<file path="src/include/omps_defines.svh">
// Functional notes
// - A low mode pin selects hardware mode, the family pin becomes the line code strap and shared pins act as straps.
// - A high mode pin with the family pin low selects the data-strobe bus with R/W, AS, DS and active-low ACK.
// - A high mode pin with the family pin high selects the read/write-strobe bus with RD, WR, ALE and RDY.
// - A mid-level mode pin selects the serial port with SCLK, SDI, SDO and chip select, whatever the family pin.
// - The serial port works the same for both families; data lines are grounded and unused lines left open.
// - Hardware mode uses A3..A0 as monitor channel, the family pin as code strap and shared pins as jitter and loopback straps.
`ifndef OMPS_DEFINES_SVH
`define OMPS_DEFINES_SVH

// Register byte offsets
`define OMPS_ADR_CTRL   4'h0
`define OMPS_ADR_STAT   4'h4
`define OMPS_ADR_STRAP  4'h8
`define OMPS_ADR_ERR    4'hc

// Control fields and reset value
`define OMPS_CTRL_PINEN 0
`define OMPS_CTRL_RESMP 1
`define OMPS_CTRL_RST   2'h1

// Status fields
`define OMPS_STAT_LOCK  2
`define OMPS_STAT_MID   3
`define OMPS_STAT_FAM   4

// Error fields, write one to clear
`define OMPS_ERR_HWGND  0
`define OMPS_ERR_SERGND 1

// Strap settling time before capture
`define OMPS_SETTLE_NS  100
`define OMPS_CLK_MHZ    250
`define OMPS_SETTLE_CYC ((`OMPS_SETTLE_NS * `OMPS_CLK_MHZ + 999) / 1000)

`endif

</file>
<file path="src/include/omps_pkg.sv">
package omps_pkg;

  // Operating modes
  typedef enum logic [1:0] {
    OMPS_HW,
    OMPS_PAR_DS,
    OMPS_PAR_RW,
    OMPS_SERIAL
  } omps_mode_type;

  // Strap capture states
  typedef enum logic {
    ST_SETTLE,
    ST_LOCKED
  } omps_cap_type;

endpackage

</file>
<file path="src/verilog/omps_sync.sv">
`timescale 1ns/10ps
`default_nettype none
module omps_sync #(
  parameter int WIDTH = 1
) (
  input  wire logic             clk_in,
  input  wire logic             resetn_in,
  input  wire logic [WIDTH-1:0] d_in,
  output logic      [WIDTH-1:0] q_out
);

  logic [WIDTH-1:0] meta_r;

  // Two stages; only the second stage is visible outside
  always_ff @(posedge clk_in or negedge resetn_in)
  begin
    if (!resetn_in)
    begin
      meta_r <= '0;
      q_out  <= '0;
    end
    else
    begin
      meta_r <= d_in;
      q_out  <= meta_r;
    end
  end

endmodule
`default_nettype wire

</file>
<file path="src/verilog/omps_level_decode.sv">
`timescale 1ns/10ps
`default_nettype none
module omps_level_decode
  import omps_pkg::*;
(
  input  wire logic    mode_hi_in,
  input  wire logic    mode_lo_in,
  input  wire logic    family_in,
  output omps_mode_type mode_out,
  output logic          mid_out
);

  // Window comparator pair: neither threshold crossed means half supply
  assign mid_out = !mode_hi_in && !mode_lo_in;

  // An impossible both-set pair falls back to hardware mode, the safe choice
  always_comb
  begin
    if (mode_lo_in)
      mode_out = OMPS_HW;
    else if (mode_hi_in)
      mode_out = family_in ? OMPS_PAR_RW : OMPS_PAR_DS;
    else
      mode_out = OMPS_SERIAL;
  end

endmodule
`default_nettype wire

</file>
<file path="src/verilog/omps_top.sv">
`timescale 1ns/10ps
`default_nettype none
`include "omps_defines.svh"
module omps_top
  import omps_pkg::*;
(
  input  wire logic        CLK_IN,
  input  wire logic        RESETN_IN,
  input  wire logic        WB_CYC_IN,
  input  wire logic        WB_STB_IN,
  input  wire logic        WB_WE_IN,
  input  wire logic [3:0]  WB_ADR_IN,
  input  wire logic [3:0]  WB_SEL_IN,
  input  wire logic [31:0] WB_DAT_IN,
  output logic      [31:0] WB_DAT_OUT,
  output logic             WB_ACK_OUT,
  input  wire logic        MODE_HI_IN,
  input  wire logic        MODE_LO_IN,
  input  wire logic        FAMSEL_IN,
  input  wire logic [4:0]  ADDR_IN,
  input  wire logic        CSN_IN,
  input  wire logic        RW_IN,
  input  wire logic        AS_IN,
  input  wire logic        DS_IN,
  input  wire logic [7:0]  DATA_IN,
  output logic      [7:0]  DATA_OUT,
  output logic             DATA_OE_OUT,
  output logic             ACK_OUT,
  output logic             ACK_OE_OUT,
  input  wire logic [7:0]  CORE_RDATA_IN,
  input  wire logic        CORE_ACK_IN,
  input  wire logic        CORE_SDO_IN,
  output logic      [1:0]  MODE_OUT,
  output logic             CFG_VALID_OUT,
  output logic      [4:0]  HOST_ADDR_OUT,
  output logic      [7:0]  HOST_WDATA_OUT,
  output logic             HOST_RD_OUT,
  output logic             HOST_WR_OUT,
  output logic             SER_SCLK_OUT,
  output logic             SER_SDI_OUT,
  output logic             SER_CSN_OUT,
  output logic             LINE_CODE_SEL_OUT,
  output logic             JITTER_PATH_SEL_OUT,
  output logic      [7:0]  LOOPBACK_SEL_OUT,
  output logic      [3:0]  PM_CHANNEL_OUT
);

  localparam logic [4:0] SETTLE_CNT = 5'(`OMPS_SETTLE_CYC);

  logic [19:0]   pins_s;
  logic          mode_hi_s;
  logic          mode_lo_s;
  logic          fam_s;
  logic          csn_s;
  logic          rw_s;
  logic          as_s;
  logic          ds_s;
  logic [4:0]    addr_s;
  logic [7:0]    data_s;
  omps_mode_type live_mode;
  logic          live_mid;
  omps_cap_type  cap_r;
  omps_cap_type  cap_nxt;
  logic [4:0]    cnt_r;
  omps_mode_type mode_r;
  logic          rw_p_r;
  logic          ds_p_r;
  logic          done_r;
  logic [1:0]    ctrl_r;
  logic [1:0]    err_r;
  logic [1:0]    err_nxt;

  // All pin inputs pass two flip-flops before use
  omps_sync #(
    .WIDTH (20)
  ) u_sync (
    .clk_in    (CLK_IN),
    .resetn_in (RESETN_IN),
    .d_in      ({MODE_HI_IN, MODE_LO_IN, FAMSEL_IN, CSN_IN, RW_IN,
                 AS_IN, DS_IN, ADDR_IN, DATA_IN}),
    .q_out     (pins_s)
  );

  assign {mode_hi_s, mode_lo_s, fam_s, csn_s, rw_s, as_s, ds_s, addr_s, data_s} = pins_s;

  omps_level_decode u_dec (
    .mode_hi_in (mode_hi_s),
    .mode_lo_in (mode_lo_s),
    .family_in  (fam_s),
    .mode_out   (live_mode),
    .mid_out    (live_mid)
  );

  // Bus decode
  wire bus_req  = WB_CYC_IN && WB_STB_IN && !WB_ACK_OUT;
  // Writes land on the edge where the master sees ack, not on the taking edge
  wire bus_wr   = WB_CYC_IN && WB_STB_IN && WB_ACK_OUT && WB_WE_IN && WB_SEL_IN[0];
  wire wr_ctrl  = bus_wr && (WB_ADR_IN == `OMPS_ADR_CTRL);
  wire wr_err   = bus_wr && (WB_ADR_IN == `OMPS_ADR_ERR);
  wire resample = wr_ctrl && WB_DAT_IN[`OMPS_CTRL_RESMP];
  wire pin_en   = ctrl_r[`OMPS_CTRL_PINEN];

  // Mode qualifiers, all false until the straps are locked
  wire locked  = (cap_r == ST_LOCKED);
  wire is_hw   = locked && (mode_r == OMPS_HW);
  wire is_ds   = locked && (mode_r == OMPS_PAR_DS);
  wire is_rw   = locked && (mode_r == OMPS_PAR_RW);
  wire is_ser  = locked && (mode_r == OMPS_SERIAL);

  // Strobe edges on synchronised pins
  wire ds_fall = ds_p_r && !ds_s;
  wire ds_rise = !ds_p_r && ds_s;
  wire rd_fall = rw_p_r && !rw_s;
  wire sel     = !csn_s;

  // Host strobes per bus family
  wire rd_go   = sel && ((is_ds && ds_fall && rw_s) || (is_rw && rd_fall));
  wire wr_go   = sel && ((is_ds && ds_rise && !rw_s) || (is_rw && ds_rise));
  wire strobe  = sel && ((is_ds && !ds_s) || (is_rw && (!rw_s || !ds_s)));
  wire rd_act  = sel && ((is_ds && !ds_s && rw_s) || (is_rw && !rw_s));

  // Address latch: AS active low, ALE active high; transparent while open
  wire addr_open = (is_ds && !as_s) || (is_rw && as_s);

  // Grounding checks for unused pins
  wire hw_gnd_bad  = is_hw && (addr_s[4] || rw_s || as_s || ds_s);
  wire ser_gnd_bad = is_ser && (data_s != 8'h00);

  // Sticky errors; a new event beats a clear in the same cycle
  assign err_nxt = (err_r & ~(wr_err ? WB_DAT_IN[1:0] : 2'h0))
                 | {ser_gnd_bad, hw_gnd_bad};

  // Capture sequence: settle, then freeze the decoded mode
  always_comb
  begin
    cap_nxt = cap_r;
    case (cap_r)
      ST_SETTLE: if (cnt_r == 5'h00) cap_nxt = ST_LOCKED;
      ST_LOCKED: if (resample) cap_nxt = ST_SETTLE;
      default:   cap_nxt = ST_SETTLE;
    endcase
  end

  // Strap capture; mode is not taken during reset but after release
  always_ff @(posedge CLK_IN or negedge RESETN_IN)
  begin
    if (!RESETN_IN)
    begin
      cap_r  <= ST_SETTLE;
      cnt_r  <= SETTLE_CNT;
      mode_r <= OMPS_HW;
    end
    else
    begin
      cap_r <= cap_nxt;
      cnt_r <= (cap_nxt == ST_SETTLE && cap_r == ST_LOCKED) ? SETTLE_CNT
             : (cnt_r != 5'h00) ? cnt_r - 5'h01 : cnt_r;
      if (cap_r == ST_SETTLE && cap_nxt == ST_LOCKED)
        mode_r <= live_mode;
    end
  end

  // Register file and edge history
  always_ff @(posedge CLK_IN or negedge RESETN_IN)
  begin
    if (!RESETN_IN)
    begin
      ctrl_r <= `OMPS_CTRL_RST;
      err_r  <= 2'h0;
      rw_p_r <= 1'b1;
      ds_p_r <= 1'b1;
    end
    else
    begin
      if (wr_ctrl)
        ctrl_r <= {1'b0, WB_DAT_IN[`OMPS_CTRL_PINEN]};
      err_r  <= err_nxt;
      rw_p_r <= rw_s;
      ds_p_r <= ds_s;
    end
  end

  // Read mux; unmapped offsets read zero
  wire [31:0] stat_word  = {27'h0, fam_s, live_mid, locked, 2'(mode_r)};
  wire [31:0] strap_word = {18'h0, JITTER_PATH_SEL_OUT, LINE_CODE_SEL_OUT,
                            PM_CHANNEL_OUT, LOOPBACK_SEL_OUT};
  wire [31:0] rd_word    = (WB_ADR_IN == `OMPS_ADR_CTRL)  ? {30'h0, ctrl_r}
                         : (WB_ADR_IN == `OMPS_ADR_STAT)  ? stat_word
                         : (WB_ADR_IN == `OMPS_ADR_STRAP) ? strap_word
                         : (WB_ADR_IN == `OMPS_ADR_ERR)   ? {30'h0, err_r}
                         : 32'h0;

  // Single-wait-state slave: ack one cycle after the request
  always_ff @(posedge CLK_IN or negedge RESETN_IN)
  begin
    if (!RESETN_IN)
    begin
      WB_ACK_OUT <= 1'b0;
      WB_DAT_OUT <= 32'h0;
    end
    else
    begin
      WB_ACK_OUT <= bus_req;
      WB_DAT_OUT <= bus_req ? rd_word : 32'h0;
    end
  end

  // Hardware-mode straps; zero in host modes so no stray loopback appears
  always_ff @(posedge CLK_IN or negedge RESETN_IN)
  begin
    if (!RESETN_IN)
    begin
      LINE_CODE_SEL_OUT   <= 1'b0;
      JITTER_PATH_SEL_OUT <= 1'b0;
      LOOPBACK_SEL_OUT    <= 8'h00;
      PM_CHANNEL_OUT      <= 4'h0;
    end
    else
    begin
      LINE_CODE_SEL_OUT   <= is_hw && fam_s;
      JITTER_PATH_SEL_OUT <= is_hw && csn_s;
      LOOPBACK_SEL_OUT    <= is_hw ? data_s : 8'h00;
      PM_CHANNEL_OUT      <= is_hw ? addr_s[3:0] : 4'h0;
    end
  end

  // Parallel host decode toward the register core
  always_ff @(posedge CLK_IN or negedge RESETN_IN)
  begin
    if (!RESETN_IN)
    begin
      HOST_ADDR_OUT  <= 5'h00;
      HOST_WDATA_OUT <= 8'h00;
      HOST_RD_OUT    <= 1'b0;
      HOST_WR_OUT    <= 1'b0;
      done_r         <= 1'b0;
    end
    else
    begin
      if (addr_open)
        HOST_ADDR_OUT <= addr_s;
      if (wr_go)
        HOST_WDATA_OUT <= data_s;
      HOST_RD_OUT <= rd_go;
      HOST_WR_OUT <= wr_go;
      done_r      <= strobe && (done_r || CORE_ACK_IN);
    end
  end

  // Pin drivers; acknowledge sense flips between the two families
  always_ff @(posedge CLK_IN or negedge RESETN_IN)
  begin
    if (!RESETN_IN)
    begin
      DATA_OUT     <= 8'h00;
      DATA_OE_OUT  <= 1'b0;
      ACK_OUT      <= 1'b1;
      ACK_OE_OUT   <= 1'b0;
      SER_SCLK_OUT <= 1'b0;
      SER_SDI_OUT  <= 1'b0;
      SER_CSN_OUT  <= 1'b1;
    end
    else
    begin
      DATA_OUT    <= rd_act ? CORE_RDATA_IN : 8'h00;
      DATA_OE_OUT <= pin_en && rd_act;
      ACK_OUT     <= is_ser ? CORE_SDO_IN
                   : is_rw  ? done_r : !done_r;
      ACK_OE_OUT  <= pin_en && (strobe || (is_ser && sel));
      SER_SCLK_OUT <= is_ser && as_s;
      SER_SDI_OUT  <= is_ser && ds_s;
      SER_CSN_OUT  <= !(is_ser && sel);
    end
  end

  // Mode report
  always_ff @(posedge CLK_IN or negedge RESETN_IN)
  begin
    if (!RESETN_IN)
    begin
      MODE_OUT      <= 2'h0;
      CFG_VALID_OUT <= 1'b0;
    end
    else
    begin
      MODE_OUT      <= 2'(mode_r);
      CFG_VALID_OUT <= locked;
    end
  end
endmodule
`default_nettype wire

</file>
<file path="config.mk">
export PLATFORM = sky130hd
export DESIGN_NAME = omps_top
export DESIGN_NICKNAME = d
export VERILOG_FILES = /design/src/include/omps_pkg.sv /design/src/verilog/omps_sync.sv /design/src/verilog/omps_level_decode.sv /design/src/verilog/omps_top.sv
export VERILOG_INCLUDE_DIRS = /design/src /design/src/include
export SDC_FILE = /design/constraint.sdc
export NUM_CORES = 1
export LEC_CHECK = 0
export BUFFER_PORTS_ARGS = -buffer_cell sky130_fd_sc_hd__buf_2
export CELL_PAD_IN_SITES_DETAIL_PLACEMENT = 1
export CELL_PAD_IN_SITES_GLOBAL_PLACEMENT = 2
export CORE_UTILIZATION = 33
export DETAILED_ROUTE_END_ITERATION = 6
export PLACE_DENSITY = 0.85
export SYNTH_ARGS = -nofsm -noshare
export SYNTH_HDL_FRONTEND = slang
export SYNTH_SLANG_ARGS = --single-unit
export TNS_END_PERCENT = 100
</file>
<file path="constraint.sdc">
create_clock -name CLK_IN -period 4.7 [get_ports CLK_IN]
set_clock_uncertainty 0.2 [all_clocks]
set_input_delay 0.705 -clock CLK_IN [delete_from_list [all_inputs] [get_ports CLK_IN]]
set_output_delay 0.705 -clock CLK_IN [all_outputs]
set_load 0.02 [all_outputs]
</file>
=== Word level (Yosys, flattened, before mapping) ===
Index checks and enable logic that the tools add are counted.

* Add/sub/neg operators: 1
* Bitwise operators: 5
* Multiplexer cells: 19
* Reductions and logical operators: 71
* Equality and inequality tests: 6

{| class="wikitable"
|+ Operators by type and width
! kind !! count
|-
| $mux 14 || 4
|-
| $logic_and 1x1->1 || 44
|-
| $mux 8 || 2
|-
| $logic_or 1x1->1 || 11
|-
| $logic_not 1->1 || 10
|-
| $mux 2 || 5
|-
| $mux 5 || 2
|-
| $eq 4x4->1 const B || 2
|-
| $reduce_bool 8->1 || 1
|-
| $logic_not 5->1 || 1
|-
| $reduce_bool 5->1 || 1
|-
| $sub 5x1->5 const B || 1
|-
| $eq 2x2->1 const B || 2
|-
| $eq 4x3->1 const B || 1
|-
| $logic_not 4->1 || 1
|-
| $mux 1 || 4
|-
| $mux 4 || 1
|-
| $and 2x2->2 || 1
|-
| $eq 2x1->1 const B || 1
|-
| $logic_not 2->1 || 1
|-
| $not 1->1 || 2
|-
| $not 2->2 || 1
|-
| $or 2x2->2 || 1
|-
| $pmux 1 s2 || 1
|-
| $reduce_bool 2->1 || 1
|}

* Logic and storage cells: 131
* Bits in registers: 115
* Output and inout bits: 79
* Bits of input ports: 75

=== Logic depth before layout (Yosys ltp) ===
* Depth after elaboration: 11
* Gate-level depth with buffers: 7
* Gate-level depth less buffers: 6

=== Modules after synthesis ===
From an unflattened synthesis, not the netlist that was laid out.

* Cells, all modules: 283
* Area total of the unflattened synthesis: 4038.9 um2

{| class="wikitable"
|+ By module, submodules not included
! module !! seq. area each (um2) !! cells each !! area each (um2) !! times used
|-
| omps_top || 1886.8 || 239 || 3016.6 || 1
|-
| omps_sync || 1001.0 || 40 || 1001.0 || 1
|-
| omps_level_decode || 0.0 || 4 || 21.3 || 1
|}

=== Worst setup path after synthesis ===
No wires, ideal clock.

* Path type: input -> register
* From: in WB_ADR_IN[1]
* To: reg ctrl_r[0]
* Stages: 3
* Arrival time: 1.760 ns
* Library setup time: 0.082 ns
* Path buffers: 0
* Data required time: 4.418 ns
* Setup slack: 2.657 ns
* Cell sequence: or3_4 > or3_4 > mux2_4

* Longest elaborated chain between the ends: 2

{| class="wikitable"
|+ RTL lines
! item !! line !! text
|-
| from (decl) || omps_top.sv:12 || <nowiki>input wire logic [3:0] WB_ADR_IN,</nowiki>
|-
| $logic_not 4->1 (no line) || -- ||
|-
| $logic_and 1x1->1 || omps_top.sv:98 || <nowiki>wire wr_ctrl = bus_wr && (WB_ADR_IN == `OMPS_ADR_CTRL);</nowiki>
|-
| to (signal assigned) || omps_top.sv:168 || <nowiki>ctrl_r <= `OMPS_CTRL_RST;</nowiki>
|-
| to (signal assigned) || omps_top.sv:176 || <nowiki>ctrl_r <= {1'b0, WB_DAT_IN[`OMPS_CTRL_PINEN]};</nowiki>
|-
| to (decl) || omps_top.sv:69 || <nowiki>logic [1:0] ctrl_r;</nowiki>
|}

Every way passes these cells.
A chain may end at the register's enable or synchronous reset.

=== Worst setup path after layout ===
* From: reg cnt_r[1]
* To: reg mode_r[1]

* Longest elaborated chain between the ends: 4

{| class="wikitable"
|+ RTL lines
! item !! line !! text
|-
| from (decl) || omps_top.sv:64 || <nowiki>logic [4:0] cnt_r;</nowiki>
|-
| from (signal assigned) || omps_top.sv:156 || <nowiki>cnt_r <= (cap_nxt == ST_SETTLE && cap_r == ST_LOCKED) ? SETTLE_CNT</nowiki>
|-
| $logic_not 5->1 || omps_top.sv:138 || <nowiki>ST_SETTLE: if (cnt_r == 5'h00) cap_nxt = ST_LOCKED;</nowiki>
|-
| $mux 1 || omps_top.sv:138 ||
|-
| $pmux 1 s2 || omps_top.sv:137 || <nowiki>case (cap_r)</nowiki>
|-
| $logic_and 1x1->1 || omps_top.sv:158 || <nowiki>if (cap_r == ST_SETTLE && cap_nxt == ST_LOCKED)</nowiki>
|-
| to (signal assigned) || omps_top.sv:159 || <nowiki>mode_r <= live_mode;</nowiki>
|-
| to (decl) || omps_top.sv:65 || <nowiki>omps_mode_type mode_r;</nowiki>
|}

Every way passes these cells.

==> summary.md <==
| Metric | Value |
|---|---|
| WL/cell | `between 15 and 20 um` |
| Filler instances | `1228` |
| Worst Max-Slew Pin Slew | `about 0.75 ns` |
| Worst path slowest cell | `or4b_1` |
| Crit path DAT | `2.15 ns` |
| Drt via density | `roughly 4.4` |
| Antenna violations before repair | `0` |
| Synthesized area per cell | `about 14 sq um` |
| Core Region | `roughly 0.012 sq mm` |
| Grt total ovfl | `0` |
| Post-synth EDFFs | `0` |
| Area of the multi-input gates | `around 0.001 sq mm` |
| Worst IR drop on VDD | `approximately 0.22 mV` |
| Hold Vio Cnt, Final | `0` |
| Initial Util | `0.345` |
| Pre-CTS setup slack | `roughly 2.3 ns` |
| Reg power frac | `0.419` |
| Clk Tree Root Cell | `clkbuf_16` |
| Crit. End Element | `flip-flop` |
| Post-Route WL | `approximately 8.5 mm` |
| PostCTS Resize Cnt | `0` |
| Post-route DRC | `0` |
| RSZ-0062 raised after global routing | `no` |
| Worst-case clock buffer depth | `2` |
| Num CTS Buffers | `17` |
| Required time of the critical path | `4.79 ns` |
| Final #Nets | `roughly 480` |
| Internal power | `1990 uW` |
| Layout cells sized above 1 | `0.415` |
| P_sw | `684 uW` |
| Register area | `0.00289 sq mm` |
| H-Tree Depth | `4` |
| Post-synthesis cell count | `approximately 280` |
| Clk_lat worst skew | `about 0.4 ns` |
| Slowest stage delay, CP | `about 0.57 ns` |
| F_max | `0.484 GHz` |
| Number of cells in the finished layout apart from fillers | `557` |
| Power per cell area | `between 500 and 600 mW/mm^2` |
| Clock network power share | `0.484` |
| IO Port Bufs | `102` |
| Antenna cells | `0` |
| Site Rows | `39` |
| Area Overhead vs Synth | `30.4%` |
| Die area | `between 0.01 and 0.015 sq mm` |
| Most used DFF post-synth | `dfrtp_1` |
| Yosys warns | `0` |
| Asr flop ratio synth | `1.00` |
| Die height | `112 um` |
| Slew headroom | `0.496` |
| Max-cap viol count | `0` |
| Critical path class | `flip-flop to flip-flop` |
| Placer Congestion | `slightly below 0.8` |
| GRT Overall Usage | `0.146` |
| CP Cell Sequence | `inv_1, ha_1, or4b_1, nor2_1, mux2_2` |
| Routed vias | `approximately 2.5k` |
| CP Launch Type | `flip-flop` |
| HP Class | `primary input to asynchronous set/reset pin` |
| Pleak | `roughly 0.0027 uW` |
| Period utilization | `0.440` |
| Status | `completed` |
| Worst-path maximum fanout | `5` |
| Initial drt markers | `53` |
| Pre-Repair DR Iteration Count | `4` |
| CTS tree | `yes` |
| Setup Buffers After CTS | `0` |
| Sequential area share after synthesis | `0.719` |
| Sink Count | `between 100 and 150` |
| #FFs+latches synth | `~120` |
| Tmin final | `about 2.1 ns` |
| Final hold slack | `roughly 0.11 ns` |
| Share of power burned in combinational logic | `0.096` |
| Slack of the critical path | `approximately 2.6 ns` |
| Die width | `112 um` |
| Slew Viols, Final | `0` |
| Synth cell types | `43` |
| # setup viols final | `0` |
| Final setup TNS | `0 ns` |
| Sw frac | `0.256` |
| Reg clk slew, reported paths | `~0.06 ns` |
| Hold Buf Count CTS | `0` |
| I/O pin count | `between 150 and 200` |
| Largest net degree at the start of global routing | `51` |
| Final ANT Viol Nets | `0` |
| Mapped Area | `between 0.004 and 0.005 sq mm` |
| Vias in the first global route | `between 2k and 3k` |
| Final HPWL from detailed placement | `about 6 mm` |
| Dpl cells | `525` |
| Global-route wire length before repair | `between 10 and 15 mm` |
| Total power | `2670 uW` |
-- logic make-up (layout without fill, tap and decap cells) --
kind of cell	after synthesis	in the layout	share of synthesized area
other cells	1	18	0.000933
mux	18	18	0.0511
compound gates	25	25	0.0427
xor+xnor	2	2	0.00436
flops	115	115	0.719
buf+inv	31	144	0.0467
fa+ha+maj	1	1	0.00311
simple gates	91	91	0.133
-- final timing paths --
kind,slack [ns],endpoint,cells after the start,start
worst max-delay path,2.63,mode_r[1],5,cnt_r[1]
worst min-delay path,0.11,DATA_OUT[4],1,RESETN_IN
worst max register to register,2.63,mode_r[1],5,cnt_r[1]
worst min register to register,0.15,u_sync.q_out[17],0,u_sync.meta_r[17]
max in group asynchronous,3.26,ctrl_r[0],2,RESETN_IN
min in group CLK_IN,0.15,u_sync.q_out[17],0,u_sync.meta_r[17]
-- layout make-up --
class                   instances  share of cell area
repair buffers                105               0.102
clock inverters                14              0.0317
inverters                       7             0.00501
multi-input cells             155               0.192
well taps                     143              0.0341
flip-flops and latches        115               0.551
clock buffers                  18              0.0838
-- registers in the layout, summed over array words and instances (netlist names), 2 cells and up --
register	cells
PM_CHANNEL_OUT	4
cnt_r	5
LOOPBACK_SEL_OUT	8
u_sync.q_out	20
DATA_OUT	8
HOST_ADDR_OUT	5
u_sync.meta_r	20
MODE_OUT	2
mode_r	2
WB_DAT_OUT	14
HOST_WDATA_OUT	8
err_r	2
-- layer usage --
layer,up-vias,share of wire,GRT usage
li1,1146,-,-
met1,1211,0.46,0.184
met2,88,0.47,0.233
met3,11,0.060,0.0459
met4,0,0.012,0.0640
met5,-,0,0
-- synth_stat cells, types with 2 or more instances --
master / n / area, sq um
nand4_1: 2 / 12.5
dfstp_2: 8 / 210
inv_1: 7 / 26.3
buf_4: 18 / 135
xnor2_1: 2 / 17.5
nand2b_1: 2 / 12.5
or3_4: 2 / 22.5
nor3_1: 3 / 15.0
a211oi_1: 4 / 30.0
mux2_2: 16 / 180
dfrtp_1: 107 / 2680
nand2_1: 8 / 30.0
nor2b_1: 4 / 25.0
nand3b_1: 2 / 15.0
or4_1: 3 / 22.5
o21ai_0: 6 / 30.0
clkbuf_1: 3 / 11.3
a22oi_1: 3 / 22.5
nor4_1: 2 / 12.5
nor2_1: 19 / 71.3
buf_2: 2 / 10.0
and2_1: 33 / 206
a21oi_1: 5 / 25.0
or3b_2: 2 / 17.5
nand3_1: 2 / 10.0
or2_2: 2 / 12.5
-- cells in the final DEF (no fill, tap or decap), drive strengths merged, types with 3 or more instances in the layout --
| cell | synthesis | final |
|---|---|---|
| a22oi | 3 | 3 |
| or4 | 3 | 3 |
| a21oi | 6 | 6 |
| inv | 7 | 14 |
| dfrtp | 107 | 107 |
| clkinv | 0 | 4 |
| nand2b | 3 | 3 |
| nor2 | 19 | 19 |
| mux2 | 17 | 17 |
| nor2b | 5 | 5 |
| clkbuf | 4 | 18 |
| buf | 20 | 105 |
| conb | 1 | 18 |
| and2 | 33 | 33 |
| o21ai | 7 | 7 |
| nand2 | 8 | 8 |
| nor3 | 3 | 3 |
| a211oi | 4 | 4 |
| dfstp | 8 | 8 |
-- critical path: cells and delay by family, from the launching register on --
kind          cells  cell delay (ns)
fa+ha+maj         1             0.19
buf+inv           1             0.06
flops             1             0.38
mux               1             0.35
simple gates      2             0.77
-- power by group through the flow --
stage	Sequential (uW)	Combinational [uW]	Clock, uW
after CTS	1120	263	1330
final	1120	258	1290
after detailed placement	1140	263	0
after global routing	1130	286	1370
after global placement	1130	250	0
after floorplan	1160	133	0
-- stage by stage --
stage / instance area [sq um] / utilization
after global routing: 5240 / 0.449
after CTS: 5240 / 0.449
after global placement: 4640 / 0.397
final: 5240 / 0.449
after detailed placement: 4640 / 0.397
after floorplan: 4080 / -
No activity file was read; power rests on OpenSTA's default activity.
